## src/design/cs_pkg.sv

```systemverilog
/*
  Shared constants for the capacitive sense range and timebase block:
  register offsets, field positions, reset values, oscillator modes.
  Assumes a plain byte-addressed register port with 16-bit data.
*/
package cs_pkg;

  // Register port widths
  localparam int AW = 5;                          // Byte address width
  localparam int DW = 16;                         // Read/write data width

  // Register byte offsets
  localparam logic [AW-1:0] OFS_CTRL0   = 5'h00; // Sense control zero
  localparam logic [AW-1:0] OFS_CTRL1   = 5'h04; // Channel select
  localparam logic [AW-1:0] OFS_TA_CFG  = 5'h08; // Timer A clock source
  localparam logic [AW-1:0] OFS_TA_CNT  = 5'h0C; // Timer A count
  localparam logic [AW-1:0] OFS_TB_CTRL = 5'h10; // Timer B control
  localparam logic [AW-1:0] OFS_TB_CNT  = 5'h14; // Timer B count
  localparam logic [AW-1:0] OFS_STATUS  = 5'h18; // Sticky flags, write 1 clears
  localparam logic [AW-1:0] OFS_MODE    = 5'h1C; // Decoded oscillator mode

  // Sense control zero fields
  localparam int CTRL0_EN   = 7;                  // Module enable
  localparam int CTRL0_REF  = 6;                  // Reference range select
  localparam int CTRL0_RNG  = 2;                  // Current range field, 2 bits
  localparam int CTRL0_DIR  = 1;                  // Oscillator direction, read only
  localparam int CTRL0_XSEL = 0;                  // Timer A external source select

  // Timer B control fields
  localparam int TB_CS      = 6;                  // Clock source, 2 bits
  localparam int TB_GTOG    = 3;                  // Gate toggle mode
  localparam int TB_GSRC    = 2;                  // Gate source in toggle mode: 0 pin, 1 timer A overflow
  localparam int TB_GE      = 1;                  // Gate enable
  localparam int TB_RUN     = 0;                  // Run

  // Status fields
  localparam int ST_TA_OVF  = 0;                  // Timer A overflow
  localparam int ST_NOISE   = 1;                  // Activity seen in noise mode

  // Codes
  localparam logic [1:0] RNG_OFF    = 2'h0;       // Off or noise detection
  localparam logic [1:0] RNG_LOW    = 2'h1;
  localparam logic [1:0] RNG_MED    = 2'h2;
  localparam logic [1:0] RNG_HIGH   = 2'h3;
  localparam logic [1:0] TB_CS_SYS4 = 2'h0;       // System clock over four
  localparam logic [1:0] TB_CS_SYS  = 2'h1;       // System clock
  localparam logic [1:0] TB_CS_PIN  = 2'h2;       // External count pin
  localparam logic [1:0] TB_CS_OSC  = 2'h3;       // Sensing oscillator
  localparam logic [3:0] CHAN_LAST  = 4'hB;       // Highest legal channel
  localparam logic [1:0] DIV4_LAST  = 2'h3;       // Divider terminal count

  // Reset values
  localparam logic [DW-1:0] RST_ZERO = 16'h0000;

  // Oscillator power modes plus off
  typedef enum logic [2:0] {
    CS_OFF, CS_NOISE, CS_FIX_LOW, CS_FIX_MED, CS_FIX_HIGH,
    CS_VAR_LOW, CS_VAR_MED, CS_VAR_HIGH
  } cs_mode_t;

endpackage : cs_pkg

```

## src/design/cs_sync.sv

```systemverilog
/*
  Three-stage synchroniser with agreement filter for one asynchronous input.
  Assumes a single system clock; outputs a filtered level and a rise pulse.
*/
`timescale 1ns/1ps
module cs_sync (
  input  wire logic mclk,
  input  wire logic rst_b,
  input  wire logic async_in,
  output logic      level,
  output logic      rise
);
  logic s1_r;                                     // Metastable stage, read only by s2
  logic s2_r;
  logic s3_r;
  logic lvl_r;                                    // Filtered level
  logic lvl_nxt;

  // A change counts once stages two and three agree
  assign lvl_nxt = (s2_r == s3_r) ? s3_r : lvl_r;

  // Sync chain and filter
  always_ff @(posedge mclk) begin
    if (!rst_b) begin
      s1_r  <= 1'b0;
      s2_r  <= 1'b0;
      s3_r  <= 1'b0;
      lvl_r <= 1'b0;
      rise  <= 1'b0;
    end else begin
      s1_r  <= async_in;
      s2_r  <= s1_r;
      s3_r  <= s2_r;
      lvl_r <= lvl_nxt;
      rise  <= lvl_nxt & ~lvl_r;
    end
  end

  assign level = lvl_r;
endmodule : cs_sync

```

## src/design/cs_range_timebase.sv

```systemverilog
/*
  Capacitive sense control: range/mode decode, channel select, oscillator
  routing into two timers, timer B run/gate logic, register port.
  Assumes the analog oscillator, references and pad mux sit outside and
  that software does the frequency arithmetic with the timer counts.
*/
// Local design decisions: the register offsets and the address-and-strobe port.
// What this block does
// - Reference bit picks fixed or variable thresholds
// - Seven oscillator power modes in two ranges
// - Range field picks low, medium, high, off/noise
// - Noise mode stops pin current, oscillator stays on
// - Noise on pin toggles comparator, activity detected
// - Oscillator clocks the chosen timer resource
// - Source select set, clock bit clear: oscillator clocks A
// - Timer B source 11 uses oscillator
// - Timer B off, free run, or gated
// - Enable bit seven switches module on/off
// - Disabled module ignores channel field
// - Direction flag one sourcing, zero sinking
`timescale 1ns/1ps
module cs_range_timebase #(
  parameter int TA_W = 8,                         // Timer A width
  parameter int TB_W = 16                         // Timer B width
) (
  input  wire logic                 mclk,
  input  wire logic                 rst_b,
  input  wire logic [cs_pkg::AW-1:0] addr,
  input  wire logic [cs_pkg::DW-1:0] wdata,
  input  wire logic                 wr_en,
  input  wire logic                 rd_en,
  output logic      [cs_pkg::DW-1:0] rdata,
  input  wire logic                 osc_out,      // Comparator output, asynchronous
  input  wire logic                 count_pin_a,  // External count pin, asynchronous
  input  wire logic                 gate_pin_b,   // Timer B gate pin, asynchronous
  output cs_pkg::cs_mode_t          osc_mode,
  output logic                      use_var_refs,
  output logic      [1:0]           current_level,
  output logic                      pin_current_en,
  output logic                      osc_run,
  output logic      [3:0]           sense_chan,
  output logic                      sense_chan_valid
);
  import cs_pkg::*;

  // Software-written state
  logic            sense_enable_r;                // Module on
  logic            ref_range_select_r;            // Variable references
  logic [1:0]      current_range_field_r;
  logic            timer_a_ext_source_sel_r;
  logic            timer_a_clock_source_r;        // 0 system clock over four
  logic [3:0]      sense_channel_sel_r;
  logic [1:0]      timer_b_clock_source_r;
  logic            timer_b_gate_toggle_r;
  logic            timer_b_gate_src_r;
  logic            timer_b_gate_en_r;
  logic            timer_b_run_r;
  // Hardware state
  logic [TA_W-1:0] tmr_a_r;
  logic [TA_W-1:0] tmr_a_nxt;
  logic [TB_W-1:0] tmr_b_r;
  logic [TB_W-1:0] tmr_b_nxt;
  logic            ta_ovf_r;                      // Sticky overflow flag
  logic            noise_act_r;                   // Sticky noise activity flag
  logic            osc_direction_flag_r;
  logic            gate_tog_r;                    // Toggle-mode gate state
  logic [1:0]      div4_r;                        // System clock over four
  cs_mode_t        mode_nxt;

  // Synchronised inputs
  logic osc_lvl, osc_rise, pin_a_rise, gate_lvl, gate_rise;

  // Oscillator output is never used raw
  cs_sync u_sync_osc (.mclk(mclk), .rst_b(rst_b), .async_in(osc_out),
                      .level(osc_lvl), .rise(osc_rise));
  cs_sync u_sync_pa  (.mclk(mclk), .rst_b(rst_b), .async_in(count_pin_a),
                      .level(), .rise(pin_a_rise));
  cs_sync u_sync_gb  (.mclk(mclk), .rst_b(rst_b), .async_in(gate_pin_b),
                      .level(gate_lvl), .rise(gate_rise));

  // Register decode
  wire wr_ctrl0 = wr_en && (addr == OFS_CTRL0);
  wire wr_ctrl1 = wr_en && (addr == OFS_CTRL1);
  wire wr_tacfg = wr_en && (addr == OFS_TA_CFG);
  wire wr_tacnt = wr_en && (addr == OFS_TA_CNT);
  wire wr_tbctl = wr_en && (addr == OFS_TB_CTRL);
  wire wr_tbcnt = wr_en && (addr == OFS_TB_CNT);
  wire wr_stat  = wr_en && (addr == OFS_STATUS);

  // Mode decode from reference bit and range field
  always_comb begin
    mode_nxt = CS_OFF;                            // Disabled or fixed-range 00
    if (sense_enable_r) begin
      unique case ({ref_range_select_r, current_range_field_r})
        {1'b0, RNG_OFF}:  mode_nxt = CS_OFF;
        {1'b0, RNG_LOW}:  mode_nxt = CS_FIX_LOW;
        {1'b0, RNG_MED}:  mode_nxt = CS_FIX_MED;
        {1'b0, RNG_HIGH}: mode_nxt = CS_FIX_HIGH;
        {1'b1, RNG_OFF}:  mode_nxt = CS_NOISE;
        {1'b1, RNG_LOW}:  mode_nxt = CS_VAR_LOW;
        {1'b1, RNG_MED}:  mode_nxt = CS_VAR_MED;
        {1'b1, RNG_HIGH}: mode_nxt = CS_VAR_HIGH;
      endcase
    end
  end

  // Divider for the slow system tick
  wire sys4_tick = (div4_r == DIV4_LAST);

  // Timer A clock: source select wins, so the oscillator feeds it with the
  // clock source bit clear or set; otherwise pin or system over four
  wire ta_tick = timer_a_ext_source_sel_r ? osc_rise :
                 (timer_a_clock_source_r ? pin_a_rise : sys4_tick);
  wire ta_wrap = ta_tick && (tmr_a_r == {TA_W{1'b1}});

  // Timer B clock source select
  wire tb_src_tick = (timer_b_clock_source_r == TB_CS_OSC)  ? osc_rise :
                     (timer_b_clock_source_r == TB_CS_PIN)  ? pin_a_rise :
                     (timer_b_clock_source_r == TB_CS_SYS)  ? 1'b1 : sys4_tick;
  // Gate event for toggle mode: pin rise or timer A overflow
  wire gate_evt    = timer_b_gate_src_r ? ta_wrap : gate_rise;
  wire gate_open   = timer_b_gate_toggle_r ? gate_tog_r : gate_lvl;
  // Off, free running, or counting while gate open
  wire tb_tick     = timer_b_run_r && (!timer_b_gate_en_r || gate_open) && tb_src_tick;

  // Count updates; a software write to a count wins over a tick
  assign tmr_a_nxt = wr_tacnt ? wdata[TA_W-1:0] :
                     ta_tick  ? tmr_a_r + 1'b1 : tmr_a_r;
  assign tmr_b_nxt = wr_tbcnt ? wdata[TB_W-1:0] :
                     tb_tick  ? tmr_b_r + 1'b1 : tmr_b_r;

  // Control registers
  always_ff @(posedge mclk) begin
    if (!rst_b) begin
      sense_enable_r           <= 1'b0;
      ref_range_select_r       <= 1'b0;
      current_range_field_r    <= RNG_OFF;
      timer_a_ext_source_sel_r <= 1'b0;
      timer_a_clock_source_r   <= 1'b0;
      sense_channel_sel_r      <= 4'h0;
      timer_b_clock_source_r   <= TB_CS_SYS4;
      timer_b_gate_toggle_r    <= 1'b0;
      timer_b_gate_src_r       <= 1'b0;
      timer_b_gate_en_r        <= 1'b0;
      timer_b_run_r            <= 1'b0;
    end else begin
      if (wr_ctrl0) begin
        sense_enable_r           <= wdata[CTRL0_EN];
        ref_range_select_r       <= wdata[CTRL0_REF];
        current_range_field_r    <= wdata[CTRL0_RNG +: 2];
        timer_a_ext_source_sel_r <= wdata[CTRL0_XSEL];
      end
      if (wr_ctrl1) sense_channel_sel_r    <= wdata[3:0];
      if (wr_tacfg) timer_a_clock_source_r <= wdata[0];
      if (wr_tbctl) begin
        timer_b_clock_source_r <= wdata[TB_CS +: 2];
        timer_b_gate_toggle_r  <= wdata[TB_GTOG];
        timer_b_gate_src_r     <= wdata[TB_GSRC];
        timer_b_gate_en_r      <= wdata[TB_GE];
        timer_b_run_r          <= wdata[TB_RUN];
      end
    end
  end

  // Timers, flags, divider
  always_ff @(posedge mclk) begin
    if (!rst_b) begin
      tmr_a_r     <= '0;
      tmr_b_r     <= '0;
      ta_ovf_r    <= 1'b0;
      noise_act_r <= 1'b0;
      gate_tog_r  <= 1'b0;
      div4_r      <= 2'h0;
    end else begin
      tmr_a_r  <= tmr_a_nxt;
      tmr_b_r  <= tmr_b_nxt;
      div4_r   <= div4_r + 2'h1;
      // Set beats a same-cycle write-one clear
      ta_ovf_r <= ta_wrap || (ta_ovf_r && !(wr_stat && wdata[ST_TA_OVF]));
      noise_act_r <= (osc_rise && mode_nxt == CS_NOISE) ||
                     (noise_act_r && !(wr_stat && wdata[ST_NOISE]));
      // Toggle state restarts closed when toggle mode is off
      if (!timer_b_gate_toggle_r) gate_tog_r <= 1'b0;
      else if (gate_evt)          gate_tog_r <= ~gate_tog_r;
    end
  end

  // Analog-facing outputs, all registered
  always_ff @(posedge mclk) begin
    if (!rst_b) begin
      osc_mode             <= CS_OFF;
      use_var_refs         <= 1'b0;
      current_level        <= RNG_OFF;
      pin_current_en       <= 1'b0;
      osc_run              <= 1'b0;
      sense_chan           <= 4'h0;
      sense_chan_valid     <= 1'b0;
      osc_direction_flag_r <= 1'b0;
    end else begin
      osc_mode       <= mode_nxt;
      use_var_refs   <= sense_enable_r && ref_range_select_r;
      current_level  <= sense_enable_r ? current_range_field_r : RNG_OFF;
      // Noise mode keeps comparators alive but sources no current
      osc_run        <= (mode_nxt != CS_OFF);
      pin_current_en <= (mode_nxt != CS_OFF) && (mode_nxt != CS_NOISE);
      // Reserved codes select nothing rather than alias a channel
      sense_chan       <= sense_enable_r ? sense_channel_sel_r : 4'h0;
      sense_chan_valid <= sense_enable_r && (sense_channel_sel_r <= CHAN_LAST);
      // High while sourcing; comparator high means charging phase
      osc_direction_flag_r <= sense_enable_r && osc_lvl;
    end
  end

  // Read mux, unmapped reads give zero
  logic [DW-1:0] rd_mux;
  always_comb begin
    rd_mux = RST_ZERO;
    unique case (addr)
      OFS_CTRL0:   rd_mux = DW'({sense_enable_r, ref_range_select_r, 2'b00,
                                 current_range_field_r, osc_direction_flag_r,
                                 timer_a_ext_source_sel_r});
      OFS_CTRL1:   rd_mux = DW'(sense_channel_sel_r);
      OFS_TA_CFG:  rd_mux = DW'(timer_a_clock_source_r);
      OFS_TA_CNT:  rd_mux = DW'(tmr_a_r);
      OFS_TB_CTRL: rd_mux = DW'({timer_b_clock_source_r, 2'b00, timer_b_gate_toggle_r,
                                 timer_b_gate_src_r, timer_b_gate_en_r, timer_b_run_r});
      OFS_TB_CNT:  rd_mux = DW'(tmr_b_r);
      OFS_STATUS:  rd_mux = DW'({noise_act_r, ta_ovf_r});
      OFS_MODE:    rd_mux = DW'(osc_mode);
      default:     rd_mux = RST_ZERO;
    endcase
  end

  // Read data stand in the cycle after the strobe only
  always_ff @(posedge mclk) begin
    if (!rst_b) rdata <= RST_ZERO;
    else        rdata <= rd_en ? rd_mux : RST_ZERO;
  end
endmodule : cs_range_timebase

```

## config.mk

```make
export PLATFORM = sky130hd
export DESIGN_NAME = cs_range_timebase
export DESIGN_NICKNAME = d
export VERILOG_FILES = /design/src/design/cs_pkg.sv /design/src/design/cs_sync.sv /design/src/design/cs_range_timebase.sv
export SDC_FILE = /design/constraint.sdc
export NUM_CORES = 1
export LEC_CHECK = 0
export ABC_AREA = 1
export BUFFER_PORTS_ARGS = -buffer_cell sky130_fd_sc_hd__buf_2
export CAP_MARGIN = 10
export CORE_ASPECT_RATIO = 1.2
export CORE_MARGIN = 2
export CORE_UTILIZATION = 30
export DETAILED_ROUTE_END_ITERATION = 10
export PLACE_DENSITY = 0.55
export RECOVER_POWER = 50
export SYNTH_ARGS = -nofsm -noshare
export SYNTH_HDL_FRONTEND = slang
export SYNTH_HIERARCHICAL = 1
export SYNTH_SLANG_ARGS = --single-unit
```

## constraint.sdc

```tcl
create_clock -name mclk -period 1.9 [get_ports mclk]
set_input_delay 0.38 -clock mclk [delete_from_list [all_inputs] [get_ports mclk]]
set_output_delay 0.38 -clock mclk [all_outputs]
set_load 0.02 [all_outputs]
```

==> key figures <==
Clock tree
  – Worst-path clk slew: 70 ps
  – CTS Root Cell: clkbuf_16
  – # hold bufs at CTS: 0
  – CTS buffer count: 9
  – H-tree depth: 3
  – # clock sinks: 93
  – Max Root-Sink Buffers: 2
  – Setup bufs post-CTS: 0
  – Post-cts resize count: 0
  – Clk Latency, worst-skew pair: 350 ps
  – TritonCTS clock tree: yes

STA
  – Pins over their slew limit: 0
  – Peak Freq: 0.582 GHz
  – Clock Skew: 5.32 ps
  – RSZ-0062 raised after global routing: false
  – Worst-Margin Slew: 727 ps
  – Period utilization: 90.4%
  – Final setup violation count: 0
  – TNS Setup: 0 ps
  – Slew headroom: 51.5%
  – Final Hold Viols: 0
  – Post-layout min period: 1720 ps

Yosys
  – Share of the yosys chip area belonging to registers: 43.8%
  – Avg Inst Size Synth: 7.01 µm²
  – EDFF count, synth: 0
  – Ys flop type: dfxtp_1
  – Synth Instances: 607
  – Yosys warnings: 6
  – Post-synthesis async set-or-reset flop share: 0%
  – Cell variety after synth: 35
  – Syn nets: 640
  – #FFs+latches synth: 93
  – Synth Cell Area: 4260 µm²

Outcome
  – Status: complete, no violations

Setup path
  – CP Max Fanout: 6
  – Reg-to-Reg End: tmr_a_r[7]
  – Worst Setup End Kind: register
  – Startpoint types: register
  – Reg2Reg Depth: 9
  – Cell Chain, Critical Path: ha_1 -> nand2_1 -> nand3_1 -> o21ai_0 -> inv_1 -> nand2_1 -> a21oi_1 -> nor2_1 -> nor2_1
  – Slowest stage delay, CP: 320 ps
  – Reg2reg setup slack: 180 ps
  – Crit Reg-Reg Startpoint: div4_r[0]
  – Arrival @ worst endpoint: 1940 ps
  – Critical path's slowest cell: dfxtp_1
  – Worst setup path category: register to register
  – Crit path required time: 2120 ps

Worst hold path
  – Min-delay worst type: primary input to register
  – Hold Startpoint: count_pin_a
  – Min-Delay Endpoint: u_sync_pa/s1_r
  – Hold-critical path depth: 3

Global routing
  – Grt ovf: 0
  – Largest net degree at the start of global routing: 24
  – Initial antenna violation count: 0
  – GRT Util Overall: 16.5%
  – Vias in the first global route: 3,987
  – First-pass GRT wire length: 19.7 mm

Floorplan
  – # IOs: 57
  – Rows: 47
  – Starting Density: 30.8%
  – Area of the core: 13,800 µm²
  – Full die area: 15,200 µm²
  – Die Ht: 134 µm
  – DIE WIDTH: 113 µm

Final layout
  – Design Area, Final: 5070 µm²
  – Share of layout cells above drive strength 1: 12.9%
  – Area Overhead vs Synth: 19.1%
  – Nets: 712
  – Diodes inserted: 0

Pwr
  – Leakage power: 2.09 nW
  – Max rail drop VDD: 0.718 mV
  – Total power: 3.97 mW
  – Power per Cell Area: 782 nW/µm²

Route
  – Post-route ant nets: 0
  – Pre-antenna DRT Iters: 5
  – Initial DRC count: 270
  – Vias per cell: 4.83
  – Residual DRC: 0
  – Routed Wire Length: 12.2 mm
  – Wirelength per Cell: 14.3 µm
  – Via count: 4,128

Run
  – Number of max-cap violations: 0

Placed design
  – Routability cong.: 0.924
  – Post-DP Area: 4830 µm²
  – DPL Wire Length: 9.30 mm
  – Port Buffer Count: 56
## how the worst max path moves through the flow
stage	startpoint	to	slack, ps	depth (start not counted)
2_1_floorplan	addr[1]	register	270	9
3_3_place_gp	addr[4]	sense_channel_sel_r[3]	130	6
3_5_place_dp	addr[4]	sense_channel_sel_r[3]	80	6
4_1_cts	div4_r[0]	tmr_a_r[7]	230	9
5_1_grt	div4_r[0]	tmr_a_r[5]	50	9
6_report	div4_r[0]	tmr_a_r[7]	180	9
## cells in the mapped netlist, types with 2 or more instances
cell      instances  area (µm²)
nand4_1          10        62.6
nor3_1            9        45.0
buf_4             2        15.0
dfxtp_1          93        1860
nor2_1           64         240
a31oi_1           2        12.5
nand3b_1          4        30.0
inv_2             7        26.3
a21oi_1          49         245
nor2_2            2        12.5
nand2_1         134         503
nor2_4            3        33.8
ha_1              5        62.6
clkbuf_1          8        30.0
nor3b_1           2        15.0
nand2_2           2        12.5
o22ai_1           7        43.8
nand3_2           3        30.0
inv_1            77         289
o21ai_1           7        35.0
nand3_1          65         325
xor2_1            3        26.3
buf_2             6        30.0
xnor2_1           3        26.3
o21ai_0          30         150
## registers in the layout, indices dropped and copies added, names as in the netlist, 2 cells and up, named ones only
register / cells
rdata: 16
tmr_b_r: 16
osc_mode: 3
sense_chan: 4
current_level: 2
div4_r: 2
current_range_field_r: 2
tmr_a_r: 8
timer_b_clock_source_r: 2
sense_channel_sel_r: 4
## layer usage
| metal | wire length [µm] | GRT usage (%) | vias to the layer above |
|---|---|---|---|
| met5 | 0 | 0 | - |
| met3 | 513 | 3.32 | 24 |
| met4 | 384 | 7.38 | 0 |
| met1 | 5430 | 20.0 | 1894 |
| li1 | - | - | 2106 |
| met2 | 5900 | 28.2 | 104 |
## stage by stage
stage                     hold slack [ps]  instances  util, %  setup WS [ps]
final                                 206        855     36.7            182
after floorplan                       390        607        -            274
after global routing                  198        855     36.7           53.5
after CTS                             192        855     37.1            233
after detailed placement              400        839     35.0           81.4
after global placement                394        839     35.0            126
## layout by cell type, fill, tap and decap left out, types with 5 or more instances in the layout
cell       instances
a21oi_1           49
buf_2             37
buf_4             18
clkbuf_1          21
clkbuf_16          9
dfxtp_1           93
ha_1               5
inv_1             78
inv_2              6
nand2_1          135
nand3_1           67
nand4_1           10
nor2_1            66
nor3_1             9
o21ai_0           33
o22ai_1            7
## critical path: cells and delay by family, from the launching register on
kind	cells	cell delay, ps
AND/OR/NAND/NOR	5	440
flip-flops	1	320
AO/OA/AOI/OAI	2	310
adder cells (fa/ha/maj)	1	260
buffers and inverters	1	250
## logic make-up (layout without fill, tap and decap cells)
group / after synthesis / count (layout) / share of synthesized area [%]
AO/OA/AOI/OAI: 100 / 100 / 12.4
XOR/XNOR: 6 / 6 / 1.24
AND/OR/NAND/NOR: 302 / 302 / 31.9
adder cells (fa/ha/maj): 5 / 5 / 1.47
flip-flops: 93 / 93 / 43.8
buffers and inverters: 101 / 178 / 9.26
## power breakdown
group	switching, mW	internal, mW	leakage (nW)
registers	0.0143	1.97	0.752
clock network	0.834	0.949	0.143
logic	0.136	0.0626	1.20
total	0.984	2.98	2.09
## area by class of cell
| class | count | area (µm²) |
|---|---|---|
| clock inverter | 6 | 52.6 |
| timing repair buffer | 77 | 404 |
| clock buffer | 10 | 239 |
| tap | 171 | 214 |
| fill | 1492 | 8750 |
| inverter | 85 | 319 |
| sequential | 93 | 1860 |
| multi-input combinational | 413 | 1980 |
No activity file was read; power rests on OpenSTA's default activity.
